### config.mk
export PLATFORM = sky130hd
export DESIGN_NAME = pes_device_flat
export DESIGN_NICKNAME = d
export VERILOG_FILES = /design/src/pes_pkg.sv /design/src/pes_if.sv /design/src/pes_device.sv /design/src/flat_wrapper.sv
export SDC_FILE = /design/constraint.sdc
export NUM_CORES = 1
export LEC_CHECK = 0
export BUFFER_PORTS_ARGS = -buffer_cell sky130_fd_sc_hd__buf_2
export CORE_UTILIZATION = 35
export CTS_BUF_LIST = sky130_fd_sc_hd__clkbuf_4
export CTS_CLUSTER_SIZE = 25
export DETAILED_ROUTE_END_ITERATION = 10
export PLACE_DENSITY_LB_ADDON = 0.15
export RECOVER_POWER = 25
export SLEW_MARGIN = 10
export SYNTH_ARGS = -nofsm -noshare
export SYNTH_HDL_FRONTEND = slang
export SYNTH_SLANG_ARGS = --single-unit
### constraint.sdc
create_clock -name i_ref_clk -period 3.5 [get_ports i_ref_clk]
set_clock_uncertainty 0.2 [all_clocks]
set_input_delay 1.05 -clock i_ref_clk [delete_from_list [all_inputs] [get_ports i_ref_clk]]
set_output_delay 1.05 -clock i_ref_clk [all_outputs]
set_load 0.02 [all_outputs]
### src/pes_pkg.sv
package pes_pkg;
   localparam int EVT_W = 8;
   localparam int QUAL_W = 8;
   localparam int AMT_W = 8;
   localparam int CNT_W = 48;
   localparam int SUPERQUEUE_W = 6;
   localparam int DEL_W = 3;
   // event numbers
   localparam logic [7:0] EV_MOVE_ELIM = 8'h58;
   localparam logic [7:0] EV_PRIV_CYC = 8'h5c;
   localparam logic [7:0] EV_SCHED_EMPTY = 8'h5e;
   localparam logic [7:0] EV_SUPERQUEUE_OUTSTANDING = 8'h60;
   localparam logic [7:0] EV_LOCK_CYC = 8'h63;
   localparam logic [7:0] EV_UOP_QUEUE = 8'h79;
   // qualifier bits
   localparam int Q_B0 = 0;
   localparam int Q_B1 = 1;
   localparam int Q_B2 = 2;
   localparam int Q_B3 = 3;
   localparam int Q_B4 = 4;
   localparam int Q_B5 = 5;
   localparam logic [7:0] Q_01 = 8'h01;
   localparam logic [7:0] Q_02 = 8'h02;
   localparam logic [7:0] Q_04 = 8'h04;
   localparam logic [7:0] Q_08 = 8'h08;
   localparam logic [7:0] Q_ALL_PATHS = 8'h3c;
   localparam logic [7:0] THR_ONE = 8'h01;
   localparam logic [7:0] THR_FOUR = 8'h04;
   // host register map (word addresses on the plain port)
   localparam int ADDR_W = 4;
   localparam logic [3:0] REG_CTRL = 4'h0;
   localparam logic [3:0] REG_CNT_LO = 4'h1;
   localparam logic [3:0] REG_CNT_HI = 4'h2;
   localparam logic [3:0] REG_STATUS = 4'h3;
   localparam int CTRL_EVT_LSB = 0;
   localparam int CTRL_QUAL_LSB = 8;
   localparam int CTRL_THR_LSB = 16;
   localparam int CTRL_EDGE_BIT = 24;
   localparam int CTRL_EN_BIT = 25;
   localparam int CTRL_CLR_BIT = 26;
   localparam int CTRL_SMT_BIT = 27;
   localparam logic [31:0] CTRL_RST = 32'h0000_0000;
endpackage : pes_pkg

### src/pes_if.sv
`timescale 1ns/100ps
interface pes_if;
   logic [7:0] evt_sel;
   logic [7:0] qual_sel;
   logic [7:0] thr;
   logic edge_en;
   logic count_en;
   logic count_clr;
   logic [47:0] count;
   modport device (input evt_sel, input qual_sel, input thr, input edge_en, input count_en,
      input count_clr, output count);
   modport host (output evt_sel, output qual_sel, output thr, output edge_en, output count_en,
      output count_clr, input count);
endinterface : pes_if

### src/pes_device.sv
// Design decisions made here: the placing of the registers and the address-and-strobe port.
`timescale 1ns/100ps
module pes_device (
   input wire logic i_ref_clk,
   input wire logic i_nrst,
   input wire logic i_ce,
   pes_if.device bus,
   input wire logic i_unhalted,
   input wire logic i_ring_zero,
   input wire logic [1:0] i_int_elim,
   input wire logic [1:0] i_int_not_elim,
   input wire logic [1:0] i_simd_elim,
   input wire logic [1:0] i_simd_not_elim,
   input wire logic i_sched_empty,
   input wire logic [5:0] i_superqueue_data_rd,
   input wire logic [5:0] i_superqueue_code_rd,
   input wire logic [5:0] i_superqueue_read_for_ownership,
   input wire logic [5:0] i_superqueue_all_data_rd,
   input wire logic i_lock_both,
   input wire logic i_lock_first_level,
   input wire logic i_uop_queue_empty,
   input wire logic [2:0] i_legacy_uops,
   input wire logic [2:0] i_uop_cache_uops,
   input wire logic [2:0] i_seq_cache_uops,
   input wire logic [2:0] i_seq_legacy_uops,
   output logic [7:0] o_amount
);
   logic [7:0] amt_move, amt_priv, amt_superqueue, amt_lock, amt_queue, amt_sel;
   logic [7:0] t_int_elim, t_simd_elim, t_int_not_elim, t_simd_not_elim;
   logic [7:0] t_ring_zero, t_outer_ring, t_sched_empty;
   logic [7:0] t_superqueue_data, t_superqueue_code, t_superqueue_ownership, t_superqueue_all_data;
   logic [7:0] t_lock_both, t_lock_first_level;
   logic [7:0] t_queue_empty, t_legacy, t_uop_cache, t_seq_cache, t_seq_legacy;
   logic priv_ring_zero, priv_outer;
   logic [7:0] ev;
   logic [7:0] q;
   logic cond_d, cond_q, inc_cond;
   logic [47:0] cnt_q, cnt_d;
   logic [7:0] amount_q;

   assign ev = bus.evt_sel;
   assign q = bus.qual_sel;

   // each qualifier bit gates its own source, so combined bits give the union
   pes_term #(.W(2)) i_int_elim_term (
      .i_en(q[pes_pkg::Q_B0]),
      .i_val(i_int_elim),
      .o_amt(t_int_elim)
   );
   pes_term #(.W(2)) i_simd_elim_term (
      .i_en(q[pes_pkg::Q_B1]),
      .i_val(i_simd_elim),
      .o_amt(t_simd_elim)
   );
   pes_term #(.W(2)) i_int_not_elim_term (
      .i_en(q[pes_pkg::Q_B2]),
      .i_val(i_int_not_elim),
      .o_amt(t_int_not_elim)
   );
   pes_term #(.W(2)) i_simd_not_elim_term (
      .i_en(q[pes_pkg::Q_B3]),
      .i_val(i_simd_not_elim),
      .o_amt(t_simd_not_elim)
   );
   assign amt_move = t_int_elim + t_simd_elim + t_int_not_elim + t_simd_not_elim;

   // halted cycles never count at any privilege level
   assign priv_ring_zero = i_unhalted & i_ring_zero;
   assign priv_outer = i_unhalted & ~i_ring_zero;
   pes_term #(.W(1)) i_ring_zero_term (
      .i_en(q[pes_pkg::Q_B0]),
      .i_val(priv_ring_zero),
      .o_amt(t_ring_zero)
   );
   pes_term #(.W(1)) i_outer_ring_term (
      .i_en(q[pes_pkg::Q_B1]),
      .i_val(priv_outer),
      .o_amt(t_outer_ring)
   );
   assign amt_priv = t_ring_zero + t_outer_ring;

   pes_term #(.W(1)) i_sched_empty_term (
      .i_en(q[pes_pkg::Q_B0]),
      .i_val(i_sched_empty),
      .o_amt(t_sched_empty)
   );

   pes_term #(.W(6)) i_superqueue_data_term (
      .i_en(q[pes_pkg::Q_B0]),
      .i_val(i_superqueue_data_rd),
      .o_amt(t_superqueue_data)
   );
   pes_term #(.W(6)) i_superqueue_code_term (
      .i_en(q[pes_pkg::Q_B1]),
      .i_val(i_superqueue_code_rd),
      .o_amt(t_superqueue_code)
   );
   pes_term #(.W(6)) i_superqueue_ownership_term (
      .i_en(q[pes_pkg::Q_B2]),
      .i_val(i_superqueue_read_for_ownership),
      .o_amt(t_superqueue_ownership)
   );
   pes_term #(.W(6)) i_superqueue_all_data_term (
      .i_en(q[pes_pkg::Q_B3]),
      .i_val(i_superqueue_all_data_rd),
      .o_amt(t_superqueue_all_data)
   );
   // four full occupancies still fit the 8-bit amount
   assign amt_superqueue = t_superqueue_data + t_superqueue_code + t_superqueue_ownership
      + t_superqueue_all_data;

   pes_term #(.W(1)) i_lock_both_term (
      .i_en(q[pes_pkg::Q_B0]),
      .i_val(i_lock_both),
      .o_amt(t_lock_both)
   );
   pes_term #(.W(1)) i_lock_first_level_term (
      .i_en(q[pes_pkg::Q_B1]),
      .i_val(i_lock_first_level),
      .o_amt(t_lock_first_level)
   );
   // a locked cycle counts once even with both qualifier bits set
   assign amt_lock = t_lock_both | t_lock_first_level;

   pes_term #(.W(1)) i_queue_empty_term (
      .i_en(q[pes_pkg::Q_B1]),
      .i_val(i_uop_queue_empty),
      .o_amt(t_queue_empty)
   );
   pes_term #(.W(3)) i_legacy_term (
      .i_en(q[pes_pkg::Q_B2]),
      .i_val(i_legacy_uops),
      .o_amt(t_legacy)
   );
   pes_term #(.W(3)) i_uop_cache_term (
      .i_en(q[pes_pkg::Q_B3]),
      .i_val(i_uop_cache_uops),
      .o_amt(t_uop_cache)
   );
   pes_term #(.W(3)) i_seq_cache_term (
      .i_en(q[pes_pkg::Q_B4]),
      .i_val(i_seq_cache_uops),
      .o_amt(t_seq_cache)
   );
   pes_term #(.W(3)) i_seq_legacy_term (
      .i_en(q[pes_pkg::Q_B5]),
      .i_val(i_seq_legacy_uops),
      .o_amt(t_seq_legacy)
   );
   // per-source terms summed across set bits
   assign amt_queue = t_queue_empty + t_legacy + t_uop_cache + t_seq_cache + t_seq_legacy;

   always_comb begin
      case (ev)
         pes_pkg::EV_MOVE_ELIM: amt_sel = amt_move;
         pes_pkg::EV_PRIV_CYC: amt_sel = amt_priv;
         pes_pkg::EV_SCHED_EMPTY: amt_sel = t_sched_empty;
         pes_pkg::EV_SUPERQUEUE_OUTSTANDING: amt_sel = amt_superqueue;
         pes_pkg::EV_LOCK_CYC: amt_sel = amt_lock;
         pes_pkg::EV_UOP_QUEUE: amt_sel = amt_queue;
         default: amt_sel = 8'h00;
      endcase
   end

   // threshold zero with edge off means raw amount; otherwise one per qualifying cycle
   assign cond_d = (bus.thr == 8'h00) ? (amt_sel != 8'h00) : (amt_sel >= bus.thr);
   // edge: only a false-to-true change of the condition counts
   assign inc_cond = bus.edge_en ? (cond_d & ~cond_q) : cond_d;
   always_comb begin
      cnt_d = cnt_q;
      if (bus.count_clr) begin
         cnt_d = 48'h0;
      end else if (bus.count_en) begin
         if ((bus.thr == 8'h00) && !bus.edge_en) begin
            cnt_d = cnt_q + {40'h0, amt_sel};
         end else if (inc_cond) begin
            cnt_d = cnt_q + 48'h1;
         end
      end
   end

   always_ff @(posedge i_ref_clk or negedge i_nrst) begin
      if (!i_nrst) begin
         cnt_q <= 48'h0;
         cond_q <= 1'b0;
         amount_q <= 8'h00;
      end else if (i_ce) begin
         cnt_q <= cnt_d;
         cond_q <= bus.count_en & cond_d;
         amount_q <= amt_sel;
      end
   end

   assign bus.count = cnt_q;
   assign o_amount = amount_q;
endmodule : pes_device

module pes_term #(
   parameter int W = 2
) (
   input wire logic i_en,
   input wire logic [W-1:0] i_val,
   output logic [7:0] o_amt
);
   // zero-extend to the common amount width so the sums never wrap
   assign o_amt = i_en ? {{(8 - W){1'b0}}, i_val} : 8'h00;
endmodule : pes_term

### src/flat_wrapper.sv
// flat-port wrapper written by rule: the top's interface ports become plain ports
module pes_device_flat 
  (i_ref_clk, i_nrst, i_ce, i_unhalted, i_ring_zero, i_int_elim, i_int_not_elim, i_simd_elim, i_simd_not_elim, i_sched_empty, i_superqueue_data_rd, i_superqueue_code_rd, i_superqueue_read_for_ownership, i_superqueue_all_data_rd, i_lock_both, i_lock_first_level, i_uop_queue_empty, i_legacy_uops, i_uop_cache_uops, i_seq_cache_uops, i_seq_legacy_uops, o_amount, bus_evt_sel, bus_qual_sel, bus_thr, bus_edge_en, bus_count_en, bus_count_clr, bus_count);
  pes_if bus_i ();
  input wire logic i_ref_clk;
  input wire logic i_nrst;
  input wire logic i_ce;
  input wire logic i_unhalted;
  input wire logic i_ring_zero;
  input wire logic [1:0] i_int_elim;
  input wire logic [1:0] i_int_not_elim;
  input wire logic [1:0] i_simd_elim;
  input wire logic [1:0] i_simd_not_elim;
  input wire logic i_sched_empty;
  input wire logic [5:0] i_superqueue_data_rd;
  input wire logic [5:0] i_superqueue_code_rd;
  input wire logic [5:0] i_superqueue_read_for_ownership;
  input wire logic [5:0] i_superqueue_all_data_rd;
  input wire logic i_lock_both;
  input wire logic i_lock_first_level;
  input wire logic i_uop_queue_empty;
  input wire logic [2:0] i_legacy_uops;
  input wire logic [2:0] i_uop_cache_uops;
  input wire logic [2:0] i_seq_cache_uops;
  input wire logic [2:0] i_seq_legacy_uops;
  output logic [7:0] o_amount;
  input wire logic [$bits(bus_i.evt_sel)-1:0] bus_evt_sel;
  input wire logic [$bits(bus_i.qual_sel)-1:0] bus_qual_sel;
  input wire logic [$bits(bus_i.thr)-1:0] bus_thr;
  input wire logic [$bits(bus_i.edge_en)-1:0] bus_edge_en;
  input wire logic [$bits(bus_i.count_en)-1:0] bus_count_en;
  input wire logic [$bits(bus_i.count_clr)-1:0] bus_count_clr;
  output wire logic [$bits(bus_i.count)-1:0] bus_count;
  assign bus_i.evt_sel = bus_evt_sel;
  assign bus_i.qual_sel = bus_qual_sel;
  assign bus_i.thr = bus_thr;
  assign bus_i.edge_en = bus_edge_en;
  assign bus_i.count_en = bus_count_en;
  assign bus_i.count_clr = bus_count_clr;
  assign bus_count = bus_i.count;
  pes_device u_core (.i_ref_clk(i_ref_clk), .i_nrst(i_nrst), .i_ce(i_ce), .bus(bus_i), .i_unhalted(i_unhalted), .i_ring_zero(i_ring_zero), .i_int_elim(i_int_elim), .i_int_not_elim(i_int_not_elim), .i_simd_elim(i_simd_elim), .i_simd_not_elim(i_simd_not_elim), .i_sched_empty(i_sched_empty), .i_superqueue_data_rd(i_superqueue_data_rd), .i_superqueue_code_rd(i_superqueue_code_rd), .i_superqueue_read_for_ownership(i_superqueue_read_for_ownership), .i_superqueue_all_data_rd(i_superqueue_all_data_rd), .i_lock_both(i_lock_both), .i_lock_first_level(i_lock_first_level), .i_uop_queue_empty(i_uop_queue_empty), .i_legacy_uops(i_legacy_uops), .i_uop_cache_uops(i_uop_cache_uops), .i_seq_cache_uops(i_seq_cache_uops), .i_seq_legacy_uops(i_seq_legacy_uops), .o_amount(o_amount));
endmodule
### Word-level counts from Yosys, hierarchy flattened

Cells that the tools add are included.
W data, S select, Z words.

| word-level totals | value |
|---|---|
| word-level logic and storage cells | 62 |
| bits of input ports | 80 |
| register bits | 57 |
| output and inout bits | 56 |

| operators by class | value |
|---|---|
| order comparisons | 1 |
| mux-type cells | 25 |
| bitwise gates (word level) | 7 |
| equality and inequality tests | 6 |
| $add $sub $neg | 13 |
| reductions and logical operators | 7 |

Operators with widths:

| operator | number |
|---|---|
| $mux W48 | 4 |
| $add A8 B8 Y8 | 11 |
| $add A48 B1 Y48 const B | 1 |
| $add A48 B8 Y48 | 1 |
| $eq A8 B7 Y1 const B | 6 |
| $pmux W8 S6 | 1 |
| $mux W6 | 4 |
| $mux W3 | 4 |
| $ge A8 B8 Y1 | 1 |
| $logic_not A8 Y1 | 1 |
| $mux W1 | 8 |
| $mux W2 | 4 |
| $or A8 B8 Y8 | 1 |
| $reduce_bool A8 Y1 | 1 |
| $and A1 B1 Y1 | 4 |
| $reduce_and A3 Y1 | 1 |
| $reduce_bool A3 Y1 | 1 |
| $not A1 Y1 | 2 |
| $reduce_bool A2 Y1 | 1 |
| $logic_and A1 B1 Y1 | 1 |
| $logic_not A1 Y1 | 1 |

### Depth between registers and ports, before layout

| logic depth | value |
|---|---|
| depth in word-level cells | 14 |
| depth in mapped cells | 22 |
| gate-level depth less buffers | 20 |

### Hierarchy

A second synthesis with hierarchy kept.

| unflattened totals | value |
|---|---|
| cell total of the unflattened synthesis | 891 |
| area total of the unflattened synthesis | 7452.1 sq um |

By module, submodules not included:

| module | seq. area each (sq um) | cells each | times used | area an instance (sq um) |
|---|---|---|---|---|
| pes_device | 1426.4 | 729 | 1 | 6366.1 |
| pes_term (u_core.i_lock_both_term ...) | 0.0 | 9 | 6 | 62.6 |
| pes_term (u_core.i_int_elim_term ...) | 0.0 | 9 | 4 | 61.3 |
| pes_term (u_core.i_legacy_term ...) | 0.0 | 9 | 4 | 60.1 |
| pes_term (u_core.i_superqueue_all_data_term ...) | 0.0 | 9 | 4 | 56.3 |

### Least setup slack after synthesis

Ideal clock, no wire load.

| timing | value |
|---|---|
| path type | in2reg |
| from | input port bus_qual_sel[3] |
| to | register u_core.cnt_q[0], in the netlist u_core.bus.count[0] |
| slack | -2648 ps |
| required time | 3175 ps |
| stages on the path | 19 |
| arrival time | 5823 ps |
| buffers on the path | 1 |
| setup time | 125 ps |
| cells stage by stage | clkbuf_1 > nand2_1 > fa_1 > fa_1 > inv_1 > ha_1 > fa_1 > or3b_1 > a2111oi_0 > a21oi_1 > inv_2 > ha_1 > a21o_1 > a31oi_1 > o221ai_1 > nand2_1 > nor2_1 > o31ai_4 > mux2_4 |

| on the way | value |
|---|---|
| cells in the longest elaborated chain, start to end | 11 |
| elaborated cells on any way between the ends | 20 |
| classes of those cells | add/sub: 6; order compare: 1; mux: 9; bitwise: 1; reduce/logical: 3 |

RTL lines:

| item | RTL line | source |
|---|---|---|
| from (decl) | flat_wrapper.sv:28 | `input wire logic [$bits(bus_i.qual_sel)-1:0] bus_qual_sel;` |
| $mux W3 | pes_device.sv:206 | `assign o_amt = i_en ? {{(8 - W){1'b0}}, i_val} : 8'h00;` |
| $add A8 B8 Y8 (3 in series) | pes_device.sv:151 | `assign amt_queue = t_queue_empty + t_legacy + t_uop_cache + t_seq_cache + t_seq_legacy;` |
| $pmux W8 S6 * | pes_device.sv:154 | `case (ev)` |
| net u_core.amt_sel[2] | pes_device.sv:28 | `logic [7:0] amt_move, amt_priv, amt_superqueue, amt_lock, amt_queue, amt_sel;` |
| $ge A8 B8 Y1 or $reduce_bool A8 Y1 (tied branches) | pes_device.sv:166 | `assign cond_d = (bus.thr == 8'h00) ? (amt_sel != 8'h00) : (amt_sel >= bus.thr);` |
| $mux W1 * | pes_device.sv:166 |  |
| $and A1 B1 Y1 | pes_device.sv:168 | `assign inc_cond = bus.edge_en ? (cond_d & ~cond_q) : cond_d;` |
| $mux W1 * | pes_device.sv:168 |  |
| $reduce_bool A3 Y1 (no line) * | n/a |  |
| $reduce_and A3 Y1 (no line) * | n/a |  |
| to (signal assigned) | pes_device.sv:188 | `cnt_q <= cnt_d;` |
| to (decl) | pes_device.sv:38 | `logic [47:0] cnt_q, cnt_d;` |

Mark *: on every way through the listed nets, which the timed path passes. The rest lies on a longest branch. The select of a mux whose other input is x is not followed.
A chain may end at the register's enable or synchronous reset.

### Worst setup path after layout

| timing | value |
|---|---|
| from | input port bus_qual_sel[1] |
| to | register u_core.cnt_q[29], in the netlist u_core.bus.count[29] |

| on the way | value |
|---|---|
| cells in the longest elaborated chain, start to end | 12 |
| elaborated cells on any way between the ends | 29 |
| classes of those cells | add/sub: 12; order compare: 1; mux: 11; bitwise: 2; reduce/logical: 3 |

RTL lines:

| item | RTL line |
|---|---|
| $mux W1 | pes_device.sv:206 |
| $add A8 B8 Y8 (4 in series) | pes_device.sv:151 |
| $pmux W8 S6 * | pes_device.sv:154 |
| net u_core.amt_sel[6] | pes_device.sv:28 |
| branches (longest 6 deep; another with $add A48 B8 Y48) | n/a |

Mark *: on every way through the listed nets, which the timed path passes. The select of a mux whose other input is x is not followed.

==> results.cfg <==
[pwr]
power_w = 0.001921
p_comb_share_pct = 37.1
clockPowerShare_pct = 25.6
power.share.switching_pct = 35.19
seqPwrFrac_pct = 37.3
switchingPower_w = 0.0006760
ir_drop_uv = 227.6
power.density_nw_per_um2 = 242.2
p_int_w = 0.001245
cellLeakagePower_nw = 3.852

[synthesis]
yosys-top-cells-count = dfrtp_1, a21oi_1, inv_1
syn_nets = 734
netlist_instances = 601
ys_ff_latch = 57
synthXorXnorAreaFrac_pct = 0.9834
yosysWarnings = 0
syn-cell-area_sq_um = 5344
synth_mux_area_share_pct = 3.770
yosys.area_share.adder_pct = 15.78
synth_edf_count = 0
synth.distinct_cells = 75
synth_top_family_by_area = simple AND/OR/NAND/NOR gates
yosysMostFrequentCell = dfrtp_1
synth.avg_cell_area_sq_um = 8.892
synth_area_leader_cell = dfrtp_1
synth_compound_area_share_pct = 22.62
synthFlopType = dfrtp_1
async_flop_share_pct = 100.0
yosysSeqAreaShare_pct = 26.69
yosys-top-cells-area = dfrtp_1, fa_1, ha_1
synthSimpleGateAreaFrac_pct = 23.34
synth.top_cell.area_share_pct = 26.69

[worst_hold_path]
min_path_type = reg2reg
hold_depth = 1

[placed_design]
port_buffers = 133
place.gp.congestion = 0.8746
dp_hpwl_microns = 12450
placed_cell_area_sq_um = 7043
placed_cells = 985

[cts]
clock_path_buffers = 2
cts.sinks = 57
cts_tree = done
root_buffer = clkbuf_4
clk_pin_slew_worst_paths_ns = 0.12
cts_max_level = 3
holdBufCountCts = 0
worstSkewPairLatency_ns = 0.42
cts-buffers-inserted = 9

[drt]
wl_per_cell_microns = 16.80
dr_wl_met2_microns = 8494
wl_met1_microns = 7681
wl_met3_microns = 741
routed_wl_microns = 17220
drc_errors = 9
routed.top_layer = met4
drt-vias-per-instance = 5.480
ant_nets = 0
drt_pass1_iterations = 11
drt_iter0_markers = 325
via_count = 5617

[timing]
fin_ws_ns = -2.217
setup_viol = 55
max_freq_mhz = 174.9
slew_violations = 0
min_period_ns = 5.717
tns_ns = -106.89
worst_slew_pin_slew_ns = 1.499
whs_ns = 0.3146
rsz0062_at_grt = true
max-slew-margin-rel_pct = 0.05686
hold_viol_final = 0
fin_crit_sh_pct = 163.3

[grt]
grt_max_degree = 50
grt_use_total_pct = 22.41
antenna_found_initial = 0
grt_pass1_wl_microns = 28640
overflow = 0
grt_pass1_vias = 5798

[die]
dieArea_sq_um = 15770
io_pins = 136
initial_utilization_pct = 36.36
core_sq_um = 14700
die_h_microns = 125.6
num_rows = 44
die_x_microns = 125.6

[critical_path]
reg2reg_depth = 9
start_kind = input port
cp-end-kind = flop
critPathRequiredTime_ns = 3.65
crit_fanout = 6
worstPathArrival_ns = 5.87
worst-r2r-setup-slack_ns = 0.50
critPathKind = in2reg

[job]
maxCapViolCount = 1

[final_layout]
nets = 969
fin_area_sq_um = 7933
antenna_cells = 0
stdcell_count = 1025
syn_to_final_growth_pct = 48.44
drive_gt1_share_pct = 48.99

[run_status]
status = complete, but fails checks
violations = DRC, capacitance limit, setup timing
## critical path, stage by stage
cell	delay, ns
buf_12	0.11
buf_6	0.11
and2_4	0.13
fa_1	0.54
inv_1	0.05
fa_1	0.50
inv_2	0.06
ha_4	0.20
a211o_1	0.34
a211oi_4	0.33
nor4_4	0.10
nor2_2	0.18
inv_2	0.09
ha_4	0.28
nand2_2	0.04
o21a_1	0.19
o221ai_2	0.21
nand2_2	0.14
buf_6	0.15
o32ai_4	0.30
a21o_4	0.18
buf_12	0.13
buf_6	0.10
a41oi_2	0.12
a211oi_2	0.22
## power groups by stage
stage / sequential, W / combinational [W] / clock, W
after floorplan: 0.000744 / 0.000361 / 0
after CTS: 0.000716 / 0.000686 / 0.000507
after global placement: 0.000726 / 0.000626 / 0
after detailed placement: 0.000728 / 0.000635 / 0
final: 0.000717 / 0.000713 / 0.000491
after global routing: 0.000722 / 0.000796 / 0.000537
## sequential cells by signal, indices dropped and copies added, names as in the netlist
| name | flops |
|---|---|
| u_core.cond_q | 1 |
| u_core.o_amount | 8 |
| u_core.bus.count | 48 |
## final timing paths
| check | from | endpoint |
|---|---|---|
| max | bus_qual_sel[1] | u_core.bus.count[29] |
| min | u_core.o_amount[6] | u_core.o_amount[6] |
| max reg2reg | u_core.bus.count[20] | u_core.bus.count[45] |
| min reg2reg | u_core.o_amount[6] | u_core.o_amount[6] |
| max in group asynchronous | i_nrst | u_core.o_amount[0] |
| min in group asynchronous | i_nrst | u_core.o_amount[2] |
## through the flow
stage	util, %	setup slack [ns]
after floorplan	-	-2.185
after global placement	47.91	-2.635
after detailed placement	47.91	-2.741
after CTS	51.24	-2.091
after global routing	53.97	-2.467
final	53.97	-2.217
## layer usage
metal / vias to the layer above / global-route usage [%]
li1: 2688 / -
met2: 144 / 38.79
met4: 0 / 7.174
met5: - / 0
met3: 22 / 2.995
met1: 2763 / 28.79
## timing repair
item | in CTS | in global routing
gates resized for setup | 64 | 56
pin swaps | 48 | 44
endpoints found under the setup margin | 55 | 55
setup buffers | 11 | 12
gates cloned | 0 | 2
## layout make-up
cell class	count	area [sq um]
clock inverters	6	58.81
well taps	184	230.2
clock buffers	10	75.07
inverters	49	186.4
repair buffers	262	1823
flip-flops and latches	57	1426
multi-input cells	457	4133
fillers	1327	6766
## logic make-up (layout without fill, tap and decap cells)
group	after synthesis	in the layout
fa+ha+maj	53	53
simple gates	218	218
buf+inv	87	327
mux	15	15
flops	57	57
compound gates	165	165
xor+xnor	6	6
## placed cells by master (no fill, tap or decap), drive strengths merged, types with 6 or more instances in the layout
cell type / n
buf: 258
and4: 12
and2: 30
nor3: 13
nand3: 13
mux2: 14
nand2: 46
inv: 49
a211oi: 25
a31oi: 16
o21ai: 10
o211ai: 9
clkbuf: 14
nor4: 6
a21oi: 47
nor2: 34
dfrtp: 57
a41oi: 18
and3: 33
fa: 24
ha: 29
No activity file was read; power rests on OpenSTA's default activity.
